### config.mk
export PLATFORM = sky130hd
export DESIGN_NAME = spi_port
export DESIGN_NICKNAME = d
export VERILOG_FILES = /design/src/rtl/spi_port_pkg.sv /design/src/rtl/spi_shift_if.sv /design/src/rtl/spi_rate_div.sv /design/src/rtl/spi_port.sv
export SDC_FILE = /design/constraint.sdc
export NUM_CORES = 1
export LEC_CHECK = 0
export ABC_AREA = 1
export BUFFER_PORTS_ARGS = -buffer_cell sky130_fd_sc_hd__buf_2
export CAP_MARGIN = 40
export CORE_ASPECT_RATIO = 1.75
export CORE_MARGIN = 2
export CORE_UTILIZATION = 30
export CTS_CLUSTER_DIAMETER = 120
export DETAILED_ROUTE_END_ITERATION = 12
export SLEW_MARGIN = 20
export SYNTH_ARGS = -nofsm -noshare
export SYNTH_HDL_FRONTEND = slang
export SYNTH_HIERARCHICAL = 1
export SYNTH_SLANG_ARGS = --single-unit
### constraint.sdc
create_clock -name ref_clk_i -period 5.4 [get_ports ref_clk_i]
set_input_delay 0.81 -clock ref_clk_i [delete_from_list [all_inputs] [get_ports ref_clk_i]]
set_output_delay 0.81 -clock ref_clk_i [all_outputs]
set_load 0.02 [all_outputs]
### src/rtl/spi_port_pkg.sv
// constants and types shared by the serial port design
package spi_port_pkg;

   // ==================================================
   // register map (apb byte addresses)
   localparam logic [3:0] ctrl_addr = 4'h0;
   localparam logic [3:0] stat_addr = 4'h4;
   localparam logic [3:0] data_addr = 4'h8;

   // ==================================================
   // control field positions
   localparam int ctl_sel_ign = 7;
   localparam int ctl_enable = 6;
   localparam int ctl_order = 5;
   localparam int ctl_role = 4;
   localparam int ctl_clock_polarity = 3;
   localparam int ctl_clock_phase = 2;

   // ==================================================
   // status field positions
   localparam int st_done = 7;
   localparam int st_write_collision_flag = 6;
   localparam int st_ovr = 5;
   localparam int st_fault = 4;

   // ==================================================
   // reset values and counts
   localparam logic [7:0] ctrl_reset = 8'h00;
   localparam logic [7:0] data_reset = 8'h00;
   localparam logic [7:0] idle_tx_byte = 8'h00;
   localparam int bits_per_byte = 8;

   // half periods of the master clock in system cycles: /4 /16 /64 /128
   localparam logic [6:0] half_div0 = 7'h02;
   localparam logic [6:0] half_div1 = 7'h08;
   localparam logic [6:0] half_div2 = 7'h20;
   localparam logic [6:0] half_div3 = 7'h40;

   typedef enum logic [1:0] {
      st_idle = 2'b00,
      st_lead = 2'b01,
      st_trail = 2'b11
   } master_state_t;

endpackage

### src/rtl/spi_shift_if.sv
// handshake between the register file and the shift engine
`timescale 1ns/10ps
interface spi_shift_if;
   logic load;
   logic [7:0] tx_byte;
   logic done;
   logic [7:0] rx_byte;
   logic busy;

   modport regs (output load, output tx_byte, input done, input rx_byte, input busy);
   modport engine (input load, input tx_byte, output done, output rx_byte, output busy);
endinterface

### src/rtl/spi_rate_div.sv
// master serial clock half-period enable divider
`timescale 1ns/10ps
module spi_rate_div (
   // clock and reset
   input wire logic ref_clk_i,
   input wire logic resetn_i,
   // control
   input wire logic run_i,
   input wire logic [1:0] rate_i,
   // enable
   output logic tick_o
);
   logic [6:0] cnt_ff;
   logic [6:0] half;

   always_comb begin
      unique case (rate_i)
         2'b00: half = spi_port_pkg::half_div0;
         2'b01: half = spi_port_pkg::half_div1;
         2'b10: half = spi_port_pkg::half_div2;
         2'b11: half = spi_port_pkg::half_div3;
      endcase
   end

   always_ff @(posedge ref_clk_i) begin
      if (!resetn_i || !run_i) begin
         cnt_ff <= 7'h00;
         tick_o <= 1'b0;
      end else if (cnt_ff == half - 7'h01) begin
         cnt_ff <= 7'h00;
         tick_o <= 1'b1;
      end else begin
         cnt_ff <= cnt_ff + 7'h01;
         tick_o <= 1'b0;
      end
   end
endmodule

### src/rtl/spi_port.sv
// serial peripheral port: apb registers, master and slave shift engine
// Operation
// with select ignore clear, the select pin level decides the role
// with select ignore set, role bit alone decides; select pin unused
// port enable clear disables port and frees pins; set routes signals
// bit order 0 shifts msb first, 1 lsb first, both directions
// role bit 0 means slave, 1 means master
// clock idles low for polarity 0, high for polarity 1
// phase 0 samples on first clock edge, phase 1 on second
// slave phase 0 drives first bit as soon as select falls
// phase 1 drives each bit on the edge before its sample edge
// master clock is system clock over 4, 16, 64 or 128
// done flag set at byte end, write one clears it
// data write while busy sets collision flag, shift byte kept
// receive is double buffered; byte ending with done set sets overrun
// overrun does not stop shifting in further data
// select low on master sets fault flag and forces slave role
// low four status bits read zero, writes ignored
// data writes load shift register, reads return receive register
// unloaded slave shifts out zero
// fault also clears port enable and role bits
// no fault while select ignore is set
// unselected slave and idle master keep outputs undriven
// software keeps phase 1 for slave with select ignore set
//
// The APB register port and the placing of the registers are this design's own decisions.
`timescale 1ns/10ps
module spi_port (
   // clock and reset
   input wire logic ref_clk_i,
   input wire logic resetn_i,
   // apb slave
   input wire logic psel_i,
   input wire logic penable_i,
   input wire logic pwrite_i,
   input wire logic [3:0] paddr_i,
   input wire logic [31:0] pwdata_i,
   output logic [31:0] prdata_o,
   output logic pready_o,
   output logic pslverr_o,
   // serial pins
   input wire logic sck_i,
   output logic sck_o,
   output logic sck_oe_o,
   input wire logic mosi_i,
   output logic mosi_o,
   output logic mosi_oe_o,
   input wire logic miso_i,
   output logic miso_o,
   output logic miso_oe_o,
   input wire logic ss_n_i,
   // status
   output logic irq_o,
   output logic spi_active_o
);
   // ==================================================
   // registers
   logic [7:0] ctrl_ff;
   logic [3:0] stat_ff;
   logic [7:0] rx_ff;
   logic [7:0] sh_ff;
   logic [2:0] cnt_ff;
   logic sample_ff;
   logic sck_ff;
   logic sck_in_ff;
   logic ss_n_ff;
   logic busy_ff;
   logic done_ff;
   spi_port_pkg::master_state_t mst_ff;
   spi_shift_if sif ();

   logic sel_ign, enable, order, role, clock_polarity, clock_phase;
   logic is_master, slave_sel, tick;
   logic wr, fault;
   logic sck_rise, sck_fall, lead_edge, trail_edge;
   logic tx_bit, in_bit;

   assign sel_ign = ctrl_ff[spi_port_pkg::ctl_sel_ign];
   assign enable = ctrl_ff[spi_port_pkg::ctl_enable];
   assign order = ctrl_ff[spi_port_pkg::ctl_order];
   assign role = ctrl_ff[spi_port_pkg::ctl_role];
   assign clock_polarity = ctrl_ff[spi_port_pkg::ctl_clock_polarity];
   assign clock_phase = ctrl_ff[spi_port_pkg::ctl_clock_phase];
   assign is_master = enable && role;
   assign slave_sel = enable && !role && (sel_ign || !ss_n_i);
   // select low while master and select honoured
   assign fault = is_master && !sel_ign && !ss_n_i;

   assign wr = psel_i && penable_i && pwrite_i;

   function automatic logic out_bit(input logic [7:0] b, input logic lsb);
      out_bit = lsb ? b[0] : b[7];
   endfunction

   function automatic logic [7:0] shift_in(input logic [7:0] b, input logic lsb,
                                           input logic d);
      shift_in = lsb ? {d, b[7:1]} : {b[6:0], d};
   endfunction

   // ==================================================
   // master clock divider
   spi_rate_div u_div (
      .ref_clk_i(ref_clk_i),
      .resetn_i(resetn_i),
      .run_i(mst_ff != spi_port_pkg::st_idle),
      .rate_i(ctrl_ff[1:0]),
      .tick_o(tick)
   );

   // ==================================================
   // apb register access
   assign sif.load = wr && paddr_i == spi_port_pkg::data_addr && !busy_ff;
   assign sif.tx_byte = pwdata_i[7:0];

   always_ff @(posedge ref_clk_i) begin
      if (!resetn_i) begin
         ctrl_ff <= spi_port_pkg::ctrl_reset;
      end else if (fault) begin
         ctrl_ff[spi_port_pkg::ctl_enable] <= 1'b0;
         ctrl_ff[spi_port_pkg::ctl_role] <= 1'b0;
      end else if (wr && paddr_i == spi_port_pkg::ctrl_addr) begin
         ctrl_ff <= pwdata_i[7:0];
      end
   end

   // flags: stat_ff[3]=done [2]=collision [1]=overrun [0]=fault; set wins
   always_ff @(posedge ref_clk_i) begin
      if (!resetn_i) begin
         stat_ff <= 4'h0;
      end else begin
         for (int i = 0; i < 4; i++) begin
            if (wr && paddr_i == spi_port_pkg::stat_addr && pwdata_i[4 + i]) begin
               stat_ff[i] <= 1'b0;
            end
         end
         if (sif.done) begin
            stat_ff[3] <= 1'b1;
         end
         if (wr && paddr_i == spi_port_pkg::data_addr && busy_ff) begin
            stat_ff[2] <= 1'b1;
         end
         if (sif.done && stat_ff[3]) begin
            stat_ff[1] <= 1'b1;
         end
         if (fault) begin
            stat_ff[0] <= 1'b1;
         end
      end
   end

   // receive buffer only takes a byte when the previous was acknowledged
   always_ff @(posedge ref_clk_i) begin
      if (!resetn_i) begin
         rx_ff <= spi_port_pkg::data_reset;
      end else if (sif.done && !stat_ff[3]) begin
         rx_ff <= sif.rx_byte;
      end
   end

   always_ff @(posedge ref_clk_i) begin
      if (!resetn_i) begin
         prdata_o <= 32'h0000_0000;
         pready_o <= 1'b0;
         pslverr_o <= 1'b0;
      end else begin
         pready_o <= psel_i && !penable_i;
         pslverr_o <= psel_i && !penable_i && paddr_i != spi_port_pkg::ctrl_addr
                      && paddr_i != spi_port_pkg::stat_addr
                      && paddr_i != spi_port_pkg::data_addr;
         if (psel_i && !penable_i && !pwrite_i) begin
            unique case (paddr_i)
               spi_port_pkg::ctrl_addr: prdata_o <= {24'h000000, ctrl_ff};
               spi_port_pkg::stat_addr: prdata_o <= {24'h000000, stat_ff, 4'h0};
               spi_port_pkg::data_addr: prdata_o <= {24'h000000, rx_ff};
               default: prdata_o <= 32'h0000_0000;
            endcase
         end
      end
   end

   // ==================================================
   // shift engine
   // slave edges come from the sampled serial clock; the master uses its own
   assign sck_rise = sck_i && !sck_in_ff;
   assign sck_fall = !sck_i && sck_in_ff;
   assign lead_edge = clock_polarity ? sck_fall : sck_rise;
   assign trail_edge = clock_polarity ? sck_rise : sck_fall;
   assign in_bit = is_master ? miso_i : mosi_i;
   assign tx_bit = out_bit(sh_ff, order);
   assign sif.busy = busy_ff;
   assign sif.done = done_ff;
   assign sif.rx_byte = sh_ff;

   always_ff @(posedge ref_clk_i) begin
      if (!resetn_i) begin
         sck_in_ff <= 1'b0;
         ss_n_ff <= 1'b1;
      end else begin
         sck_in_ff <= sck_i;
         ss_n_ff <= ss_n_i;
      end
   end

   always_ff @(posedge ref_clk_i) begin
      if (!resetn_i) begin
         sh_ff <= spi_port_pkg::idle_tx_byte;
         cnt_ff <= 3'h0;
         sample_ff <= 1'b0;
         busy_ff <= 1'b0;
         done_ff <= 1'b0;
         mst_ff <= spi_port_pkg::st_idle;
         sck_ff <= 1'b0;
      end else begin
         done_ff <= 1'b0;
         if (done_ff) begin
            sh_ff <= spi_port_pkg::idle_tx_byte;
         end
         if (!enable || fault) begin
            busy_ff <= 1'b0;
            mst_ff <= spi_port_pkg::st_idle;
            cnt_ff <= 3'h0;
            sck_ff <= clock_polarity;
         end else if (sif.load) begin
            sh_ff <= sif.tx_byte;
            if (is_master) begin
               busy_ff <= 1'b1;
               mst_ff <= spi_port_pkg::st_lead;
               sck_ff <= clock_polarity;
            end
         end else if (is_master) begin
            sck_ff <= busy_ff ? sck_ff : clock_polarity;
            if (tick) begin
               unique case (mst_ff)
                  spi_port_pkg::st_lead: begin
                     sck_ff <= !clock_polarity;
                     mst_ff <= spi_port_pkg::st_trail;
                     if (!clock_phase) begin
                        sample_ff <= in_bit;
                     end else if (cnt_ff != 3'h0) begin
                        sh_ff <= shift_in(sh_ff, order, sample_ff);
                     end
                  end
                  spi_port_pkg::st_trail: begin
                     sck_ff <= clock_polarity;
                     cnt_ff <= cnt_ff + 3'h1;
                     if (!clock_phase) begin
                        sh_ff <= shift_in(sh_ff, order, sample_ff);
                     end else begin
                        sample_ff <= in_bit;
                     end
                     if (cnt_ff == 3'h7) begin
                        mst_ff <= spi_port_pkg::st_idle;
                        busy_ff <= 1'b0;
                        done_ff <= 1'b1;
                        if (clock_phase) begin
                           sh_ff <= shift_in(sh_ff, order, in_bit);
                        end
                     end else begin
                        mst_ff <= spi_port_pkg::st_lead;
                     end
                  end
                  default: mst_ff <= spi_port_pkg::st_idle;
               endcase
            end
         end else if (!slave_sel) begin
            busy_ff <= 1'b0;
            cnt_ff <= 3'h0;
         end else if (lead_edge) begin
            busy_ff <= 1'b1;
            if (!clock_phase) begin
               sample_ff <= mosi_i;
            end else if (cnt_ff != 3'h0 || busy_ff) begin
               sh_ff <= shift_in(sh_ff, order, sample_ff);
            end
         end else if (trail_edge) begin
            if (!clock_phase) begin
               sh_ff <= shift_in(sh_ff, order, sample_ff);
            end else begin
               sample_ff <= mosi_i;
            end
            cnt_ff <= cnt_ff + 3'h1;
            if (cnt_ff == 3'h7) begin
               busy_ff <= 1'b0;
               done_ff <= 1'b1;
               if (clock_phase) begin
                  sh_ff <= shift_in(sh_ff, order, mosi_i);
               end
            end
         end
      end
   end

   // ==================================================
   // pin drivers
   always_ff @(posedge ref_clk_i) begin
      if (!resetn_i) begin
         sck_o <= 1'b0;
         sck_oe_o <= 1'b0;
         mosi_o <= 1'b0;
         mosi_oe_o <= 1'b0;
         miso_o <= 1'b0;
         miso_oe_o <= 1'b0;
         irq_o <= 1'b0;
         spi_active_o <= 1'b0;
      end else begin
         sck_o <= sck_ff;
         sck_oe_o <= is_master && busy_ff && !fault;
         mosi_o <= tx_bit;
         mosi_oe_o <= is_master && busy_ff && !fault;
         miso_o <= tx_bit;
         miso_oe_o <= slave_sel && !fault;
         irq_o <= stat_ff[3] || stat_ff[0];
         spi_active_o <= busy_ff;
      end
   end
endmodule

==> summary.md <==
| Metric | Value |
|---|---|
| Die X | 90.8 um |
| Min-Delay Path Class | reg2reg |
| CP endpoint kind | register |
| Highest metal used | met4 |
| Fin crit period | 2.33 ns |
| Power Internal | 0.892 mW |
| Met3 wire length | 602 um |
| CP Max Fanout | 11 |
| DP Worst Slack | 2.76 ns |
| Commonest cells after routing, fill and taps aside | 184 x nand2_1, 62 x inv_1, 62 x dfxtp_1, 52 x o21ai_0, 49 x nor2_1 |
| Number of global-route vias before repair | 3659 |
| Placement Rows | 55 |
| Detail Route Antenna Nets | 0 |
| I/O Buffers | 38 |
| Synthesized flop and latch total | 62 |
| Synth Cell Area | 3960 um^2 |
| Met2 Wirelength | 5940 um |
| DR DRC count | 0 |
| Syn. warnings | 6 |
| Clock-pin transition on the worst setup and hold timing paths | 0.05 ns |
| Cts repair resizes | 0 |
| Largest net degree at the start of global routing | 23 |
| Antenna diodes | 0 |
| Max transition margin | 46.7% |
| Tot Pwr | 1.16 mW |
| Yosys top cell area share | 31.4% |
| Routed met1 length | 4200 um |
| Cell taking the most area after synthesis | dfxtp_1 |
| Fin. Hold Viols | 0 |
| Post-synthesis compound-gate area fraction | 18.9% |
| Most common cell after layout, fill and taps aside | nand2_1 |
| Sequential-to-total area share from yosys stat | 31.4% |
| Vias per cell | 4.90 |
| TritonCTS clock tree | done |
| Max-slew violation count | 0 |
| Simple-Gate Fraction of Synth Area | 32.9% |
| Fin crit share | 43.1% |
| Post-DP HPWL | 8880 um |
| Synthesized area per cell | 6.48 um^2 |
| Placer Congestion | 0.915 |
| VDD IR max | 0.000128 V |
| Layout Skew | 0.00609 ns |
| Longest Clk Path Bufs | 2 |
| DRT Pass-1 Iters | 5 |
| Setup TNS | 0 ns |
| Total gr overflow | 0 |
| Max-cap violations | 0 |
| Tightest Pin Transition | 0.799 ns |
| Final setup vio count | 0 |
| Worst Setup Start Kind | input pin |
| Combinational fraction of design power | 6.3% |
| Switching power | 0.272 mW |
| Vias | 4020 |
| Total CTS buffers | 9 |
| Largest family of logic cells by synthesized area | simple AND/OR/NAND/NOR gates |
| R2R depth | 10 |
| Min Hold Slack | 0.458 ns |
| Total GRT Usage | 16.6% |
| Post-Synth XOR/XNOR Area | 1.55% |
| Most area-consuming cells after synthesis | dfxtp_1 31%, nand2_1 17%, o21ai_0 6.6% |
| Routed WL | 11500 um |
| LEAKAGE | 2.04 nW |
| Root Buffer | clkbuf_16 |
| Post-synthesis cell type count | 41 |
| Post-Synth Adder-Cell Area | 1.27% |
| First-pass GRT wire length | 18200 um |
| Clock sink count | 62 |
| Initial detailed-routing violation count | 337 |
| Starting Density | 30.6% |
| Clk_lat worst skew | 0.34 ns |
| Layout Nets | 694 |
| Fmax | 430 MHz |
| Post-CTS setup buffers | 0 |
| PwrDens | 257 nW/um^2 |
| Avg WL per Cell | 14.0 um |
| Layout cell share with drive strength beyond 1 | 13.5% |
| CP Data Required Time | 5.66 ns |
| Die height | 156 um |
| Core region area | 12900 um^2 |
| Crit path kind | in2reg |
| Syn Inst Count | 610 |
| Multiplexer area fraction after synthesis | 0% |
| Sequential power share | 39.7% |
| Worst Path Arrival | 2.59 ns |
| Final setup margin | 3.07 ns |
| Clock power share | 53.9% |
| Status | finished clean |
| Filler Cells Inserted | 1428 |
| Antenna violations before repair | 0 |
| Switching Share | 23.4% |
| Die area | 14200 um^2 |
| Area delta synth->final | 14.4% |
| # IOs | 87 |
| Hold bufs inserted after CTS | 0 |
| RSZ-0062 raised after global routing | false |
| Hold path depth | 2 |
| CTS HTree Levels | 3 |
layout make-up:
class / instances / area, um^2 / area share, %
Timing Repair Buffer: 41 / 220 / 4.87
Clock inverter: 6 / 85.1 / 1.88
Clock buffer: 10 / 239 / 5.28
Multi-Input combinational cell: 460 / 2250 / 49.7
Inverter: 71 / 274 / 6.06
Tap cell: 171 / 214 / 4.73
Sequential cell: 62 / 1240 / 27.4
logic make-up (layout without fill, tap and decap cells):
logic type / after synthesis / in the layout
AO/OA/AOI/OAI: 131 / 131
adder cells (fa/ha/maj): 4 / 4
flip-flops: 62 / 62
buffers and inverters: 111 / 128
AND/OR/NAND/NOR: 294 / 294
XOR/XNOR: 7 / 7
other: 1 / 24
layer usage:
metal / track usage, % / vias to the layer above
met4: 12.2 / 0
li1: - / 1997
met3: 2.42 / 52
met5: 0 / -
met1: 16.6 / 1787
met2: 30.6 / 184
state kept, by name, summed over array words and instances (netlist names):
signal / flops
pready_o: 1
mosi_oe_o: 1
miso_oe_o: 1
prdata_o: 8
pslverr_o: 1
sck_in_ff: 1
spi_active_o: 1
irq_o: 1
rx_ff: 8
sck_o: 1
u_div/tick_o: 1
stat_ff: 4
cnt_ff: 3
ctrl_ff: 8
done_ff: 1
sck_ff: 1
busy_ff: 1
mst_ff: 2
sample_ff: 1
sh_ff: 8
miso_o: 1
u_div/cnt_ff: 7
final timing paths:
path	startpoint	endpoint	slack (ns)
setup / recovery	sck_i	sh_ff[4]	3.07
hold / removal	sck_ff	sck_o	0.46
setup reg to reg	ctrl_ff[3]	sh_ff[4]	3.22
hold reg to reg	sck_ff	sck_o	0.46
critical path, cell delays in order:
cell and delay (ns):
buf_2 0.11, inv_1 0.08, nor2_1 0.06, nand2_1 0.05
nand2_1 0.31, nor2_1 0.40, nand2_1 0.24, inv_1 0.19
nand2_1 0.06, nand3_1 0.08, nand2_1 0.06, a21oi_2 0.12
metrics by stage:
stage                     area, um^2  std cells  utilization [%]
after global placement          4180        803             32.3
after floorplan                 4040        633                -
after detailed placement        4190        804             32.4
final                           4520        821             35.0
after CTS                       4520        820             34.9
after global routing            4520        821             35.0
power by group through the flow:
stage | clock network [mW] | registers, mW | logic, mW
floorplan | 0 | 0.472 | 0.0629
global placement | 0 | 0.472 | 0.0722
detailed placement | 0 | 0.472 | 0.0732
CTS | 0.638 | 0.462 | 0.0734
global route | 0.658 | 0.462 | 0.0811
finish | 0.628 | 0.462 | 0.0739
synth_stat cells:
cell type    n
nor2_4       4
nor2_2       4
nand2_1    184
clkinv_4     1
nor3_2       1
buf_2        5
nand2_4      3
nor3_4       1
nand4_1      1
inv_4        1
nor3_1       3
dfxtp_1     62
and3_1       1
o211ai_1    23
xor2_1       4
a21oi_1     43
xnor2_1      3
clkbuf_1     4
o32ai_1      1
or2_2        1
o21ai_1      3
o22ai_1      1
o22ai_2      1
nor2_8       1
nor2_1      49
a22oi_1      3
nand3_2      1
clkinv_1     2
inv_2        5
nand3_1     34
nand3_4      2
conb_1       1
ha_1         4
inv_1       62
a22o_1       2
a21oi_2      2
nand2_2      3
nand3b_1     1
buf_6        1
o21ai_0     52
buf_4       30
No activity file was read; power rests on OpenSTA's default activity.
